## src/hw/sleep_ctrl_pkg.sv

```systemverilog
// Package: register map, field layout, states and timing of the sleep controller
package sleep_ctrl_pkg;

	// ----------------------------------------------------------------
	// Register map
	// ----------------------------------------------------------------
	localparam logic [0:0] SLEEP_CONTROL_OFS     = 1'h0;
	localparam logic [0:0] REGULATOR_CONTROL_OFS = 1'h1;
	localparam logic [7:0] SLEEP_CONTROL_RST     = 8'h00;
	localparam logic [7:0] REGULATOR_CONTROL_RST = 8'h00;

	// ----------------------------------------------------------------
	// Field positions
	// ----------------------------------------------------------------
	localparam int SLEEP_ENABLE_POS  = 0;
	localparam int SLEEP_MODE_LO     = 1;
	localparam int SLEEP_MODE_HI     = 3;
	localparam int POWER_MODE_LO     = 0;
	localparam int POWER_MODE_HI     = 2;
	localparam int HOT_LEAK_POS      = 4;
	localparam logic [7:0] SLEEP_CONTROL_MASK     = 8'h0F;
	localparam logic [7:0] REGULATOR_CONTROL_MASK = 8'h17;

	// ----------------------------------------------------------------
	// Codes
	// ----------------------------------------------------------------
	localparam logic [2:0] MODE_IDLE     = 3'h0;
	localparam logic [2:0] MODE_STANDBY  = 3'h1;
	localparam logic [2:0] MODE_PDOWN    = 3'h2;
	localparam logic [2:0] REGULATOR_POWER_MODE_AUTO    = 3'h0;
	localparam logic [2:0] REGULATOR_POWER_MODE_FULL    = 3'h1;
	localparam logic [7:0] IO_REGISTER_KEY = 8'hD8;

	// ----------------------------------------------------------------
	// Timing
	// ----------------------------------------------------------------
	localparam logic [3:0] WAKE_BASE_CYCLES  = 4'h6;
	localparam logic [2:0] UNLOCK_WINDOW     = 3'h4;
	localparam int         SETTLE_CNT_W      = 16;

	typedef enum logic [1:0] {
		ST_ACTIVE = 2'b00,
		ST_SLEEP  = 2'b01,
		ST_WAKE   = 2'b11
	} sleep_state_t;

	// Wake source request lines, level
	typedef struct packed {
		logic pin_async;
		logic pin_sync;
		logic level_monitor;
		logic rtc;
		logic periodic_interrupt_timer;
		logic two_wire_match;
		logic logic_lut;
		logic usart_sof;
		logic timer_standby;
		logic other;
	} wake_src_t;

	// Clock run enables during sleep
	typedef struct packed {
		logic cpu;
		logic main_osc;
		logic rtc_clk;
		logic brownout_osc;
		logic logic_clk;
		logic timer_d_clk;
		logic periph_other;
		logic regulator_on;
	} run_en_t;
endpackage

```

## src/hw/sleep_mode_wake_controller.sv

```systemverilog
// Sleep-mode and wake-up controller with protected regulator register
// Function
// - After wake, wait six peripheral cycles; outside idle add oscillator settling, and regulator settling unless power mode is full.
// - Idle keeps main clock running; wake takes only six cycles.
// - Standby or power-down wake adds one oscillator interval, plus the regulator interval unless power mode is full.
// - Power-down keeps only 32k oscillator and RTC when brown-out, watchdog or PERIODIC_INTERRUPT_TIMER use it.
// - Brown-out wait setting holds execution until detector ready, if slower.
// - Debug break wakes from any sleep state to active.
// - Run-time debugging without break leaves sleep behaviour unchanged.
// - Protected write needs unlock key, then write within four instructions.
// - Protected write without valid unlock leaves register unchanged.
// - Regulator register is key protected; sleep control is freely writable.
// - In standby, peripheral, main and logic clocks run only with run-in-standby set.
// - RTC wakes standby with run-in-standby; power-down only PERIODIC_INTERRUPT_TIMER wakes.
// - Pin change wakes stopped-clock modes only on fully asynchronous pins.
// - Two-wire match wakes all modes except power-down with hot leakage reduce.
// - Logic interrupt wakes power-down only on asynchronous lookup path and without hot leakage reduce.
// - Brown-out oscillator runs in sleep only in sampled mode.
// - Sleep mode field: idle 0, standby 1, power-down 2; others reserved.
// - Power mode field: auto 0, full 1; full gives faster start-up.
`timescale 1ns/10ps
module sleep_mode_wake_controller #(
	parameter int SETTLE_W = sleep_ctrl_pkg::SETTLE_CNT_W
) (
	input  wire logic                    clk_sys_in,
	input  wire logic                    rst_in,
	input  wire logic                    reg_wr_in,
	input  wire logic                    reg_addr_in,
	input  wire logic [7:0]              reg_wdata_in,
	input  wire logic                    key_wr_in,
	input  wire logic [7:0]              key_data_in,
	input  wire logic                    insn_retire_in,
	input  wire logic                    sleep_insn_in,
	input  wire logic                    debug_break_in,
	input  wire sleep_ctrl_pkg::wake_src_t wake_src_in,
	input  wire sleep_ctrl_pkg::wake_src_t wake_en_in,
	input  wire logic                    rtc_run_standby_in,
	input  wire logic                    lut_async_in,
	input  wire logic                    periph_run_standby_in,
	input  wire logic                    logic_run_standby_in,
	input  wire logic                    internal_32k_oscillator_needed_in,
	input  wire logic                    brownout_sampled_in,
	input  wire logic                    brownout_wait_in,
	input  wire logic                    brownout_ready_in,
	input  wire logic [SETTLE_W-1:0]     osc_settle_cycles_in,
	input  wire logic [SETTLE_W-1:0]     reg_settle_cycles_in,
	output logic [7:0]                   sleep_control_out,
	output logic [7:0]                   regulator_control_out,
	output logic                         cpu_halt_out,
	output logic                         wake_done_out,
	output sleep_ctrl_pkg::run_en_t      run_en_out
);

	// ----------------------------------------------------------------
	// Checks
	// ----------------------------------------------------------------
	initial begin
		if (SETTLE_W < 4) begin
			$error("SETTLE_W too narrow");
		end
	end

	// ----------------------------------------------------------------
	// State
	// ----------------------------------------------------------------
	typedef struct packed {
		logic [7:0]                 sleep_control;
		logic [7:0]                 regulator_control;
		sleep_ctrl_pkg::sleep_state_t state;
		logic [2:0]                 slept_mode;
		logic [SETTLE_W-1:0]        wake_cnt;
		logic                       need_bod;
		logic [2:0]                 unlock_left;
		logic                       halt;
		logic                       wake_done;
		sleep_ctrl_pkg::run_en_t    run_en;
	} ctrl_t;

	ctrl_t cur;
	ctrl_t next_cur;

	// Pins from other domains; first stage read only by second stage
	logic [1:0] brdy_sync;
	logic [1:0] pina_sync;
	logic [1:0] dbg_sync;

	always_ff @(posedge clk_sys_in) begin
		if (rst_in) begin
			brdy_sync <= 2'h0;
			pina_sync <= 2'h0;
			dbg_sync  <= 2'h0;
		end else begin
			brdy_sync <= {brdy_sync[0], brownout_ready_in};
			pina_sync <= {pina_sync[0], wake_src_in.pin_async};
			dbg_sync  <= {dbg_sync[0], debug_break_in};
		end
	end

	logic [2:0] mode_sel;
	logic       hot_leak;
	logic       full_regulator_power_mode;
	logic       wake_hit;
	logic [SETTLE_W-1:0] extra;
	logic [SETTLE_W:0]   total;
	sleep_ctrl_pkg::wake_src_t src;

	// ----------------------------------------------------------------
	// Wake qualification
	// ----------------------------------------------------------------
	always_comb begin
		mode_sel   = cur.slept_mode;
		hot_leak   = cur.regulator_control[sleep_ctrl_pkg::HOT_LEAK_POS];
		full_regulator_power_mode = cur.regulator_control[sleep_ctrl_pkg::POWER_MODE_HI:
			sleep_ctrl_pkg::POWER_MODE_LO] == sleep_ctrl_pkg::REGULATOR_POWER_MODE_FULL;
		wake_hit   = 1'b0;
		// Raw pin stays out of the wake logic; only its second stage counts
		src           = wake_src_in;
		src.pin_async = pina_sync[1];
		if (mode_sel == sleep_ctrl_pkg::MODE_IDLE) begin
			wake_hit = |(src & wake_en_in);
		end else if (mode_sel == sleep_ctrl_pkg::MODE_STANDBY) begin
			wake_hit = (pina_sync[1] & wake_en_in.pin_async)
				| (wake_src_in.level_monitor & wake_en_in.level_monitor)
				| (wake_src_in.pin_sync & wake_en_in.pin_sync & periph_run_standby_in)
				| (wake_src_in.rtc & wake_en_in.rtc & rtc_run_standby_in)
				| (wake_src_in.periodic_interrupt_timer & wake_en_in.periodic_interrupt_timer)
				| (wake_src_in.two_wire_match & wake_en_in.two_wire_match)
				| (wake_src_in.logic_lut & wake_en_in.logic_lut)
				| (wake_src_in.usart_sof & wake_en_in.usart_sof)
				| (wake_src_in.timer_standby & wake_en_in.timer_standby);
		end else begin
			wake_hit = (pina_sync[1] & wake_en_in.pin_async)
				| (wake_src_in.level_monitor & wake_en_in.level_monitor)
				| (wake_src_in.periodic_interrupt_timer & wake_en_in.periodic_interrupt_timer)
				| (wake_src_in.two_wire_match & wake_en_in.two_wire_match
					& ~hot_leak)
				| (wake_src_in.logic_lut & wake_en_in.logic_lut
					& lut_async_in & ~hot_leak);
		end
		// Full regulator mode keeps regulator up, so no regulator settle
		total = {1'b0, osc_settle_cycles_in}
			+ (full_regulator_power_mode ? {(SETTLE_W+1){1'b0}} : {1'b0, reg_settle_cycles_in});
		extra = total[SETTLE_W] ? {SETTLE_W{1'b1}} : total[SETTLE_W-1:0];
	end

	// ----------------------------------------------------------------
	// Sequencer and registers
	// ----------------------------------------------------------------
	always_comb begin
		next_cur = cur;
		next_cur.wake_done = 1'b0;
		// Unlock window counts retired instructions
		if (cur.unlock_left != 3'h0 && insn_retire_in) begin
			next_cur.unlock_left = cur.unlock_left - 3'h1;
		end
		if (key_wr_in && key_data_in == sleep_ctrl_pkg::IO_REGISTER_KEY) begin
			next_cur.unlock_left = sleep_ctrl_pkg::UNLOCK_WINDOW;
		end
		if (reg_wr_in) begin
			if (reg_addr_in == sleep_ctrl_pkg::SLEEP_CONTROL_OFS) begin
				next_cur.sleep_control = reg_wdata_in & sleep_ctrl_pkg::SLEEP_CONTROL_MASK;
			end else if (cur.unlock_left != 3'h0) begin
				next_cur.regulator_control = reg_wdata_in
					& sleep_ctrl_pkg::REGULATOR_CONTROL_MASK;
				next_cur.unlock_left = 3'h0;
			end
		end
		case (cur.state)
			sleep_ctrl_pkg::ST_ACTIVE: begin
				// Reserved mode codes do not enter sleep
				if (sleep_insn_in && cur.sleep_control[sleep_ctrl_pkg::SLEEP_ENABLE_POS]
					&& cur.sleep_control[sleep_ctrl_pkg::SLEEP_MODE_HI:
					sleep_ctrl_pkg::SLEEP_MODE_LO] <= sleep_ctrl_pkg::MODE_PDOWN) begin
					next_cur.state      = sleep_ctrl_pkg::ST_SLEEP;
					next_cur.slept_mode = cur.sleep_control[sleep_ctrl_pkg::SLEEP_MODE_HI:
						sleep_ctrl_pkg::SLEEP_MODE_LO];
					next_cur.halt       = 1'b1;
				end
			end
			sleep_ctrl_pkg::ST_SLEEP: begin
				if (wake_hit || dbg_sync[1]) begin
					next_cur.state    = sleep_ctrl_pkg::ST_WAKE;
					next_cur.need_bod = brownout_wait_in;
					if (cur.slept_mode == sleep_ctrl_pkg::MODE_IDLE) begin
						next_cur.wake_cnt = SETTLE_W'(sleep_ctrl_pkg::WAKE_BASE_CYCLES) - 1'b1;
					end else begin
						next_cur.wake_cnt = SETTLE_W'(sleep_ctrl_pkg::WAKE_BASE_CYCLES)
							+ extra - 1'b1;
					end
				end
			end
			sleep_ctrl_pkg::ST_WAKE: begin
				if (cur.wake_cnt != '0) begin
					next_cur.wake_cnt = cur.wake_cnt - 1'b1;
				end else if (!cur.need_bod || brdy_sync[1]) begin
					next_cur.state     = sleep_ctrl_pkg::ST_ACTIVE;
					next_cur.halt      = 1'b0;
					next_cur.wake_done = 1'b1;
				end
			end
			default: begin
				next_cur.state = sleep_ctrl_pkg::ST_ACTIVE;
			end
		endcase
		// Clock gating plan for the mode being entered or held
		next_cur.run_en = '1;
		next_cur.run_en.cpu = ~next_cur.halt;
		if (next_cur.state == sleep_ctrl_pkg::ST_SLEEP) begin
			if (next_cur.slept_mode == sleep_ctrl_pkg::MODE_STANDBY) begin
				next_cur.run_en.main_osc     = periph_run_standby_in;
				next_cur.run_en.periph_other = periph_run_standby_in;
				next_cur.run_en.rtc_clk      = rtc_run_standby_in | internal_32k_oscillator_needed_in;
				next_cur.run_en.logic_clk    = logic_run_standby_in;
				next_cur.run_en.timer_d_clk  = 1'b0;
				next_cur.run_en.brownout_osc = brownout_sampled_in;
				next_cur.run_en.regulator_on = full_regulator_power_mode | periph_run_standby_in;
			end else if (next_cur.slept_mode == sleep_ctrl_pkg::MODE_PDOWN) begin
				next_cur.run_en.main_osc     = 1'b0;
				next_cur.run_en.periph_other = 1'b0;
				next_cur.run_en.rtc_clk      = internal_32k_oscillator_needed_in;
				next_cur.run_en.logic_clk    = 1'b0;
				next_cur.run_en.timer_d_clk  = 1'b0;
				next_cur.run_en.brownout_osc = brownout_sampled_in;
				next_cur.run_en.regulator_on = full_regulator_power_mode;
			end else begin
				next_cur.run_en.brownout_osc = brownout_sampled_in;
			end
		end
		// Debug without a break touches nothing here
		if (rst_in) begin
			next_cur = '0;
		end
	end

	always_ff @(posedge clk_sys_in) begin
		if (rst_in) begin
			cur <= '{sleep_control:     sleep_ctrl_pkg::SLEEP_CONTROL_RST,
				regulator_control: sleep_ctrl_pkg::REGULATOR_CONTROL_RST,
				state:             sleep_ctrl_pkg::ST_ACTIVE,
				slept_mode:        3'h0,
				wake_cnt:          '0,
				need_bod:          1'b0,
				unlock_left:       3'h0,
				halt:              1'b0,
				wake_done:         1'b0,
				run_en:            '1};
		end else begin
			cur <= next_cur;
		end
	end

	assign sleep_control_out     = cur.sleep_control;
	assign regulator_control_out = cur.regulator_control;
	assign cpu_halt_out          = cur.halt;
	assign wake_done_out         = cur.wake_done;
	assign run_en_out            = cur.run_en;

	// ----------------------------------------------------------------
	// Assertions
	// ----------------------------------------------------------------
	a_locked_write_kept: assert property (@(posedge clk_sys_in) disable iff (rst_in)
		reg_wr_in && reg_addr_in == sleep_ctrl_pkg::REGULATOR_CONTROL_OFS
		&& cur.unlock_left == 3'h0 |=> $stable(cur.regulator_control))
		else $error("regulator written while locked");

	a_ctrl_free_write: assert property (@(posedge clk_sys_in) disable iff (rst_in)
		reg_wr_in && reg_addr_in == sleep_ctrl_pkg::SLEEP_CONTROL_OFS
		|=> cur.sleep_control == ($past(reg_wdata_in) & 8'h0F))
		else $error("sleep control write lost");

	a_unlock_window: assert property (@(posedge clk_sys_in) disable iff (rst_in)
		key_wr_in && key_data_in == sleep_ctrl_pkg::IO_REGISTER_KEY
		|=> cur.unlock_left == 3'h4)
		else $error("unlock window not opened");

	a_idle_wake_six: assert property (@(posedge clk_sys_in) disable iff (rst_in)
		cur.state == sleep_ctrl_pkg::ST_SLEEP && cur.slept_mode == 3'h0
		&& wake_hit && !brownout_wait_in
		|=> cur.halt [*6] ##1 !cur.halt)
		else $error("idle wake not six cycles");

	a_debug_break_wakes: assert property (@(posedge clk_sys_in) disable iff (rst_in)
		cur.state == sleep_ctrl_pkg::ST_SLEEP && dbg_sync[1]
		|=> cur.state == sleep_ctrl_pkg::ST_WAKE)
		else $error("debug break ignored");

	a_bod_hold: assert property (@(posedge clk_sys_in) disable iff (rst_in)
		cur.state == sleep_ctrl_pkg::ST_WAKE && cur.need_bod && !brdy_sync[1]
		|=> cur.halt)
		else $error("resumed before brownout ready");

	a_pdown_no_osc: assert property (@(posedge clk_sys_in) disable iff (rst_in)
		cur.state == sleep_ctrl_pkg::ST_SLEEP && cur.slept_mode == 3'h2
		|-> !cur.run_en.main_osc && !cur.run_en.timer_d_clk)
		else $error("clock left on in power-down");

	a_hot_twi_blocked: assert property (@(posedge clk_sys_in) disable iff (rst_in)
		cur.state == sleep_ctrl_pkg::ST_SLEEP && cur.slept_mode == 3'h2
		&& cur.regulator_control[4] && !dbg_sync[1]
		&& wake_src_in.two_wire_match && !pina_sync[1] && !wake_src_in.level_monitor
		&& !wake_src_in.periodic_interrupt_timer
		|=> cur.state == sleep_ctrl_pkg::ST_SLEEP)
		else $error("two-wire woke hot power-down");

	a_reserved_no_sleep: assert property (@(posedge clk_sys_in) disable iff (rst_in)
		cur.state == sleep_ctrl_pkg::ST_ACTIVE && cur.sleep_control[3:1] > 3'h2
		|=> cur.state == sleep_ctrl_pkg::ST_ACTIVE)
		else $error("reserved mode entered sleep");

	a_sleep_taken: assert property (@(posedge clk_sys_in) disable iff (rst_in)
		cur.state == sleep_ctrl_pkg::ST_ACTIVE && sleep_insn_in && cur.sleep_control[0]
		&& cur.sleep_control[3:1] <= 3'h2
		|=> cur.state == sleep_ctrl_pkg::ST_SLEEP && cur.halt)
		else $error("sleep instruction not taken");

	a_no_enable_awake: assert property (@(posedge clk_sys_in) disable iff (rst_in)
		cur.state == sleep_ctrl_pkg::ST_ACTIVE && !cur.sleep_control[0]
		|=> cur.state == sleep_ctrl_pkg::ST_ACTIVE)
		else $error("slept without enable");

	a_break_active_idle: assert property (@(posedge clk_sys_in) disable iff (rst_in)
		cur.state == sleep_ctrl_pkg::ST_ACTIVE && !sleep_insn_in
		|=> cur.state == sleep_ctrl_pkg::ST_ACTIVE && !cur.halt)
		else $error("left active without sleep");

	a_wake_pulse_once: assert property (@(posedge clk_sys_in) disable iff (rst_in)
		cur.wake_done
		|-> !cur.halt ##1 !cur.wake_done)
		else $error("wake pulse malformed");

	a_standby_gating: assert property (@(posedge clk_sys_in) disable iff (rst_in)
		cur.state == sleep_ctrl_pkg::ST_SLEEP && cur.slept_mode == 3'h1
		|-> cur.run_en.periph_other == $past(periph_run_standby_in)
		&& cur.run_en.logic_clk == $past(logic_run_standby_in)
		&& !cur.run_en.timer_d_clk)
		else $error("standby gating wrong");

	a_pdown_rtc_only: assert property (@(posedge clk_sys_in) disable iff (rst_in)
		cur.state == sleep_ctrl_pkg::ST_SLEEP && cur.slept_mode == 3'h2
		|-> cur.run_en.rtc_clk == $past(internal_32k_oscillator_needed_in)
		&& !cur.run_en.logic_clk && !cur.run_en.periph_other)
		else $error("power-down clock plan wrong");

	a_bod_osc_sleep: assert property (@(posedge clk_sys_in) disable iff (rst_in)
		cur.state == sleep_ctrl_pkg::ST_SLEEP
		|-> cur.run_en.brownout_osc == $past(brownout_sampled_in))
		else $error("brownout oscillator plan wrong");

	a_halt_not_active: assert property (@(posedge clk_sys_in) disable iff (rst_in)
		cur.state != sleep_ctrl_pkg::ST_ACTIVE
		|-> cur.halt && !cur.run_en.cpu)
		else $error("core clock on while not active");
endmodule

```

## config.mk

```make
export PLATFORM = sky130hd
export DESIGN_NAME = sleep_mode_wake_controller
export DESIGN_NICKNAME = d
export VERILOG_FILES = /design/src/hw/sleep_ctrl_pkg.sv /design/src/hw/sleep_mode_wake_controller.sv
export SDC_FILE = /design/constraint.sdc
export NUM_CORES = 1
export LEC_CHECK = 0
export BUFFER_PORTS_ARGS = -buffer_cell sky130_fd_sc_hd__buf_4
export CORE_ASPECT_RATIO = 0.9
export CORE_MARGIN = 2
export CORE_UTILIZATION = 48
export CTS_CLUSTER_SIZE = 25
export DETAILED_ROUTE_END_ITERATION = 8
export PLACE_DENSITY = 0.78
export SYNTH_ARGS = -nofsm -noshare
export SYNTH_HDL_FRONTEND = slang
export SYNTH_SLANG_ARGS = --single-unit
```

## constraint.sdc

```tcl
create_clock -name clk_sys_in -period 4.75 [get_ports clk_sys_in]
set_input_delay 0.7125 -clock clk_sys_in [delete_from_list [all_inputs] [get_ports clk_sys_in]]
set_output_delay 0.7125 -clock clk_sys_in [all_outputs]
set_load 0.05 [all_outputs]
```

==> Word level (Yosys, flattened, before mapping) <==
Cells that the tools add are included.
{ "op_classes": {"addsub": 5, "mul": 0, "div": 0, "magnitude_cmp": 1, "eq_ne": 10, "shift": 0, "muxes": 26, "n_bitwise": 33, "reduce_logical": 19} }
{ "op_table": {"columns": ["op", "count"], "rows": [
  ["$mux 16", 4],
  ["$pmux 16 s2", 1],
  ["$sub 16x1->16 const B", 2],
  ["$mux 3", 6],
  ["$add 16x16->17", 1],
  ["$mux 17", 1],
  ["$add 3x16->16 const A", 1],
  ["$reduce_bool 16->1", 1],
  ["$and 1x1->1", 14],
  ["$or 1x1->1", 13],
  ["$mux 2", 6],
  ["$and 10x10->10", 1],
  ["$reduce_or 10->1", 1],
  ["$eq 3x1->1 const B", 3],
  ["$eq 8x8->1 const B", 1],
  ["$mux 7", 1],
  ["$pmux 2 s3", 1],
  ["$reduce_and 3->1", 2],
  ["$mux 5", 1],
  ["$not 1->1", 5],
  ["$eq 2x1->1 const B", 2],
  ["$logic_and 1x1->1", 4],
  ["$mux 4", 1],
  ["$ne 2x2->1 const B", 2],
  ["15 further kinds", 19]
]} }
{ "totals": {"reg_bits": 49, "latchBits": 0, "mem_bits_rw": 0, "romBits": 0, "input_bits": 84, "out_inout_bits": 26, "wordCells": 114, "mem_count": 0} }

==> Longest topological paths before layout <==
{ "logic_depth": {"depth_word": 17, "mapped_depth": 22} }

==> Least setup slack after synthesis <==
OpenSTA, ideal clock, no wires.
{ "synth_path": {"path_kind": "flip-flop to flip-flop", "from": "reg cur (netlist bit regulator_control_out[0])", "to": "reg cur[28] in the netlist's numbering", "setup_time_ns": 0.131, "arrival_time_ns": 4.483, "slack_ns": 0.136, "path_stages_with_launch": 21, "path_buffers": 2, "synth_period_minus_slack_ns": 4.614, "path_cell_list": "dfxtp_1 -> nor3b_1 -> clkbuf_1 -> nor2b_1 -> ha_1 -> nand2_1 -> a211oi_1 -> a21oi_1 -> o211a_1 -> nor2_1 -> clkbuf_1 -> or2_2 -> ha_1 -> inv_1 -> a22o_1 -> a211oi_1 -> nand2_1 -> nor4_2 -> o2111ai_1 -> mux2i_1 -> o21ai_0"} }
{ "synth_between": {"elab_chain_len": 9} }
{ "synth_lines": {"columns": ["element", "line", "source"], "rows": [
  ["start: declaration", "sleep_mode_wake_controller.sv:79", "ctrl_t cur;"],
  ["start signal: assignment", "sleep_mode_wake_controller.sv:237", "cur <= '{sleep_control: sleep_ctrl_pkg::SLEEP_CONTROL_RST,"],
  ["start signal: assignment", "sleep_mode_wake_controller.sv:248", "cur <= next_cur;"],
  ["$eq 3x1->1", "sleep_mode_wake_controller.sv:114", "sleep_ctrl_pkg::POWER_MODE_LO] == sleep_ctrl_pkg::REGULATOR_POWER_MODE_FULL;"],
  ["$mux 16", "sleep_mode_wake_controller.sv:142", "+ (full_regulator_power_mode ? {(SETTLE_W+1){1'b0}} : {1'b0, reg_settle_cycles_in});"],
  ["$add 16x16->17", "sleep_mode_wake_controller.sv:142", null],
  ["$mux 16", "sleep_mode_wake_controller.sv:143", "extra = total[SETTLE_W] ? {SETTLE_W{1'b1}} : total[SETTLE_W-1:0];"],
  ["$add 3x16->16", "sleep_mode_wake_controller.sv:188", "+ extra - 1'b1;"],
  ["$sub 16x1->16", "sleep_mode_wake_controller.sv:188", null],
  ["$mux 16", "sleep_mode_wake_controller.sv:184", "if (cur.slept_mode == sleep_ctrl_pkg::MODE_IDLE) begin"],
  ["$mux 17", "sleep_mode_wake_controller.sv:181", "if (wake_hit || dbg_sync[1]) begin"],
  ["$pmux 16 s2", "sleep_mode_wake_controller.sv:168", "case (cur.state)"]
]} }
Every way passes these cells. The select of a mux whose other input is x is not followed.
A chain may end at the register's enable or synchronous reset.

==> Worst setup path in the final report <==
{ "layout_path": {"from": "reg cur (netlist bit regulator_control_out[2])", "to": "reg cur[28] in the netlist's numbering"} }
Same word-level chain as after synthesis.

==> run_results.csv <==
group,metric,value,unit
placement,hpwl,7330,um
worst_setup_path,end_kind,"flop",
clocking,clkTransAtPathRegs,0.09,ns
final_layout,antennaDiodeCount,0,
worst_setup_path,crit_type,"flop to flop",
final_layout,drive_above_1_share,0.249,
clocking,cts_tree,"yes",
routing,drt-vias-per-instance,5.66,
worst_hold_path,hold_path_class,"flop to flop",
timing,max_slew.worst_pin.slew,0.782,ns
power,vdd_drop_max,0.170,mV
worst_hold_path,hp-start,"pina_sync[0]$_SDFF_PP0_",
placement,pre_cts_ws,0.188,ns
global_route,antenna_found_initial,0,
timing,slew-limit-headroom,0.473,
clocking,clock_path_buffers,2,
routing,vias,3745,
worst_setup_path,cp-startpoint,"regulator_control_out[2]$_SDFFE_PP0P_",
timing,setup_viol,0,
timing,fin_setup_tns,0,ns
logic_synthesis,synth-edff-count,0,
floorplanning,io_pins,110,
worst_setup_path,arrival,4.59,ns
clocking,cts_inserted_buffers,5,
worst_setup_path,r2r-start,"regulator_control_out[2]$_SDFFE_PP0P_",
routing,drc_errors,0,
logic_synthesis,synth_area_leaders,"dfxtp_1, ha_1, a21oi_1",
global_route,grt_max_degree,37,
timing,skew,0.00680,ns
timing,post-route-min-period,4.40,ns
logic_synthesis,synth-seq-area-share,0.251,
worst_setup_path,cp-start-kind,"flop",
power,total_power,0.00165,W
timing,fin_ws,0.346,ns
global_route,grt.overflow.total,0,
logic_synthesis,synthCells,483,
logic_synthesis,syn_area_per_cell,7.92,um2
final_layout,syn_to_final_growth,22.0,%
floorplanning,die-width,98.1,um
logic_synthesis,synth_cell_types,71,
clocking,h-tree-depth,2,
routing,routed_wl,9390,um
global_route,grt_pass1_vias,3601,
final_layout,nets,674,
timing,rsz0062_at_grt,"false",
routing,drt_iter0_drc,219,
clocking,cts.sink_count,48,
logic_synthesis,async_flop_share,0,
job,cap_violations,0,
timing,slew_violations,0,
clocking,cts_hold_buf,0,
final_layout,fin_util,0.612,
floorplanning,die_area,0.00870,mm2
logic_synthesis,synth_top_area_frac,0.251,
worst_setup_path,reg2reg_depth,21,
worst_setup_path,required,4.94,ns
worst_setup_path,crit_path_end,"cur[28]$_SDFFE_PP0P_",
floorplanning,die_y,88.7,um
floorplanning,core,0.00762,mm2
worst_setup_path,r2r_slack,0.35,ns
placement,io_buffers,98,
routing,dr.pass1.iters,5,
clocking,clock_latency,0.31,ns
routing,wl_per_cell,14.2,um
floorplanning,core.rowCount,30,
timing,period_share,0.927,
timing,finalHoldViolCount,0,
routing,drtAntennaViolNets,0,
logic_synthesis,yosysMostFrequentCell,"dfxtp_1",
clocking,ctsResizeCount,0,
status,outcome,"complete, no violations",
logic_synthesis,synth_area_leader_cell,"dfxtp_1",
placement,place_congestion,0.888,
clocking,post_cts_buffers,0,
timing,fmax,227,MHz
global_route,grt_use_total,0.211,
logic_synthesis,syn-cell-area,0.00382,mm2
global_route,grt_pass1_wl,15400,um
floorplanning,initial_core_util,0.502,
logic_synthesis,yosys-top-cells-count,"dfxtp_1, a21oi_1, nor2_1, nand2_1, o21ai_0",
logic_synthesis,ys_ff_latch,48,
logic_synthesis,synth-main-ff-cell,"dfxtp_1",
logic_synthesis,ys_warn_count,0,
worst_setup_path,crit_fanout,17,
power,p_leak,1.97,nW
worst_setup_path,r2r_end,"cur[28]$_SDFFE_PP0P_",
power,powerDensity,353,mW/mm2
clocking,cts_root_buffer,"clkbuf_8",
-- cell type report --
cell class,count,area (um2)
clock buffer,5,68.8
clock inverter,3,46.3
fill,664,2950
inverter,18,67.6
multi-input combinational,383,2580
sequential,48,961
tap,96,120
timing repair buffer,109,818
-- stage by stage --
step	hold slack [ns]	std cells	instance area, um2
5_1_grt	0.476	662	4670
4_1_cts	0.453	662	4660
3_5_place_dp	0.429	654	4540
2_1_floorplan	0.414	490	3850
3_3_place_gp	0.415	654	4540
6_report	0.448	662	4670
-- report_power, final --
part           switching, W  internal [W]  leakage [nW]
Sequential        0.0000316      0.000440         0.390
Combinational      0.000503      0.000368          1.52
Clock              0.000148      0.000159        0.0548
-- critical path, stage by stage, from the launching register on --
cell,delay (ns)
dfxtp_1,0.35
nor3b_2,0.18
buf_4,0.24
nor2b_1,0.07
ha_1,0.23
fa_1,0.42
a211oi_2,0.31
o211ai_1,0.16
a21oi_1,0.32
o211a_1,0.24
nor2_2,0.07
or2_2,0.28
ha_1,0.21
buf_4,0.14
o31ai_1,0.19
a211oi_1,0.09
nand2_1,0.12
nor4_2,0.06
buf_4,0.17
o2111ai_1,0.14
mux2i_1,0.21
o21ai_0,0.08
-- cells by family (layout without fill, tap and decap cells) --
group                    count (synthesis)  after routing  synth area share
AO/OA/AOI/OAI                          138            138             0.242
XOR/XNOR                                25             25            0.0572
adder cells (fa/ha/maj)                 25             25            0.0837
buffers and inverters                   59            135            0.0841
flip-flops                              48             48             0.251
multiplexers                            12             12            0.0314
other                                    1              8          0.000980
AND/OR/NAND/NOR                        175            175             0.249
-- registers in the layout, indices dropped and copies added, names as in the netlist --
signal / count
run_en_out: 7
wake_done_out: 1
regulator_control_out: 4
dbg_sync: 2
cur: 22
pina_sync: 2
mode_sel: 3
sleep_control_out: 4
brdy_sync: 2
cpu_halt_out: 1
-- per-layer routing --
metal / vias up / GRT usage / routed length, um
met5: - / 0 / 0
met4: 0 / 0.0732 / 146
met3: 14 / 0.0355 / 569
met2: 118 / 0.384 / 4600
met1: 1740 / 0.256 / 4080
li1: 1873 / - / -
-- cells in the final DEF, fill, tap and decap left out, types with 4 or more instances in the layout --
cell type	n
buf_4	109
dfxtp_1	48
a21oi_1	36
nand2_1	36
nor2_1	36
o21ai_0	31
nor2b_1	25
ha_1	24
inv_1	18
nand3_1	15
nor3_1	15
xnor2_1	14
mux2i_1	12
xor2_1	11
o211ai_1	10
a22oi_1	9
conb_1	8
a211oi_1	7
a21o_1	7
and3_1	7
a21boi_0	6
nor4_1	5
clkbuf_8	5
nand4_1	4
-- how the worst min path moves through the flow --
stage,to,slack [ns],depth (start not counted)
3_5_place_dp,pina_sync[1]$_SDFF_PP0_,0.43,1
5_1_grt,dbg_sync[1]$_SDFF_PP0_,0.48,1
4_1_cts,pina_sync[1]$_SDFF_PP0_,0.45,1
6_report,pina_sync[1]$_SDFF_PP0_,0.45,1
2_1_floorplan,brdy_sync[1]$_SDFF_PP0_,0.41,1
3_3_place_gp,dbg_sync[1]$_SDFF_PP0_,0.42,1
No activity file was read; power rests on OpenSTA's default activity.
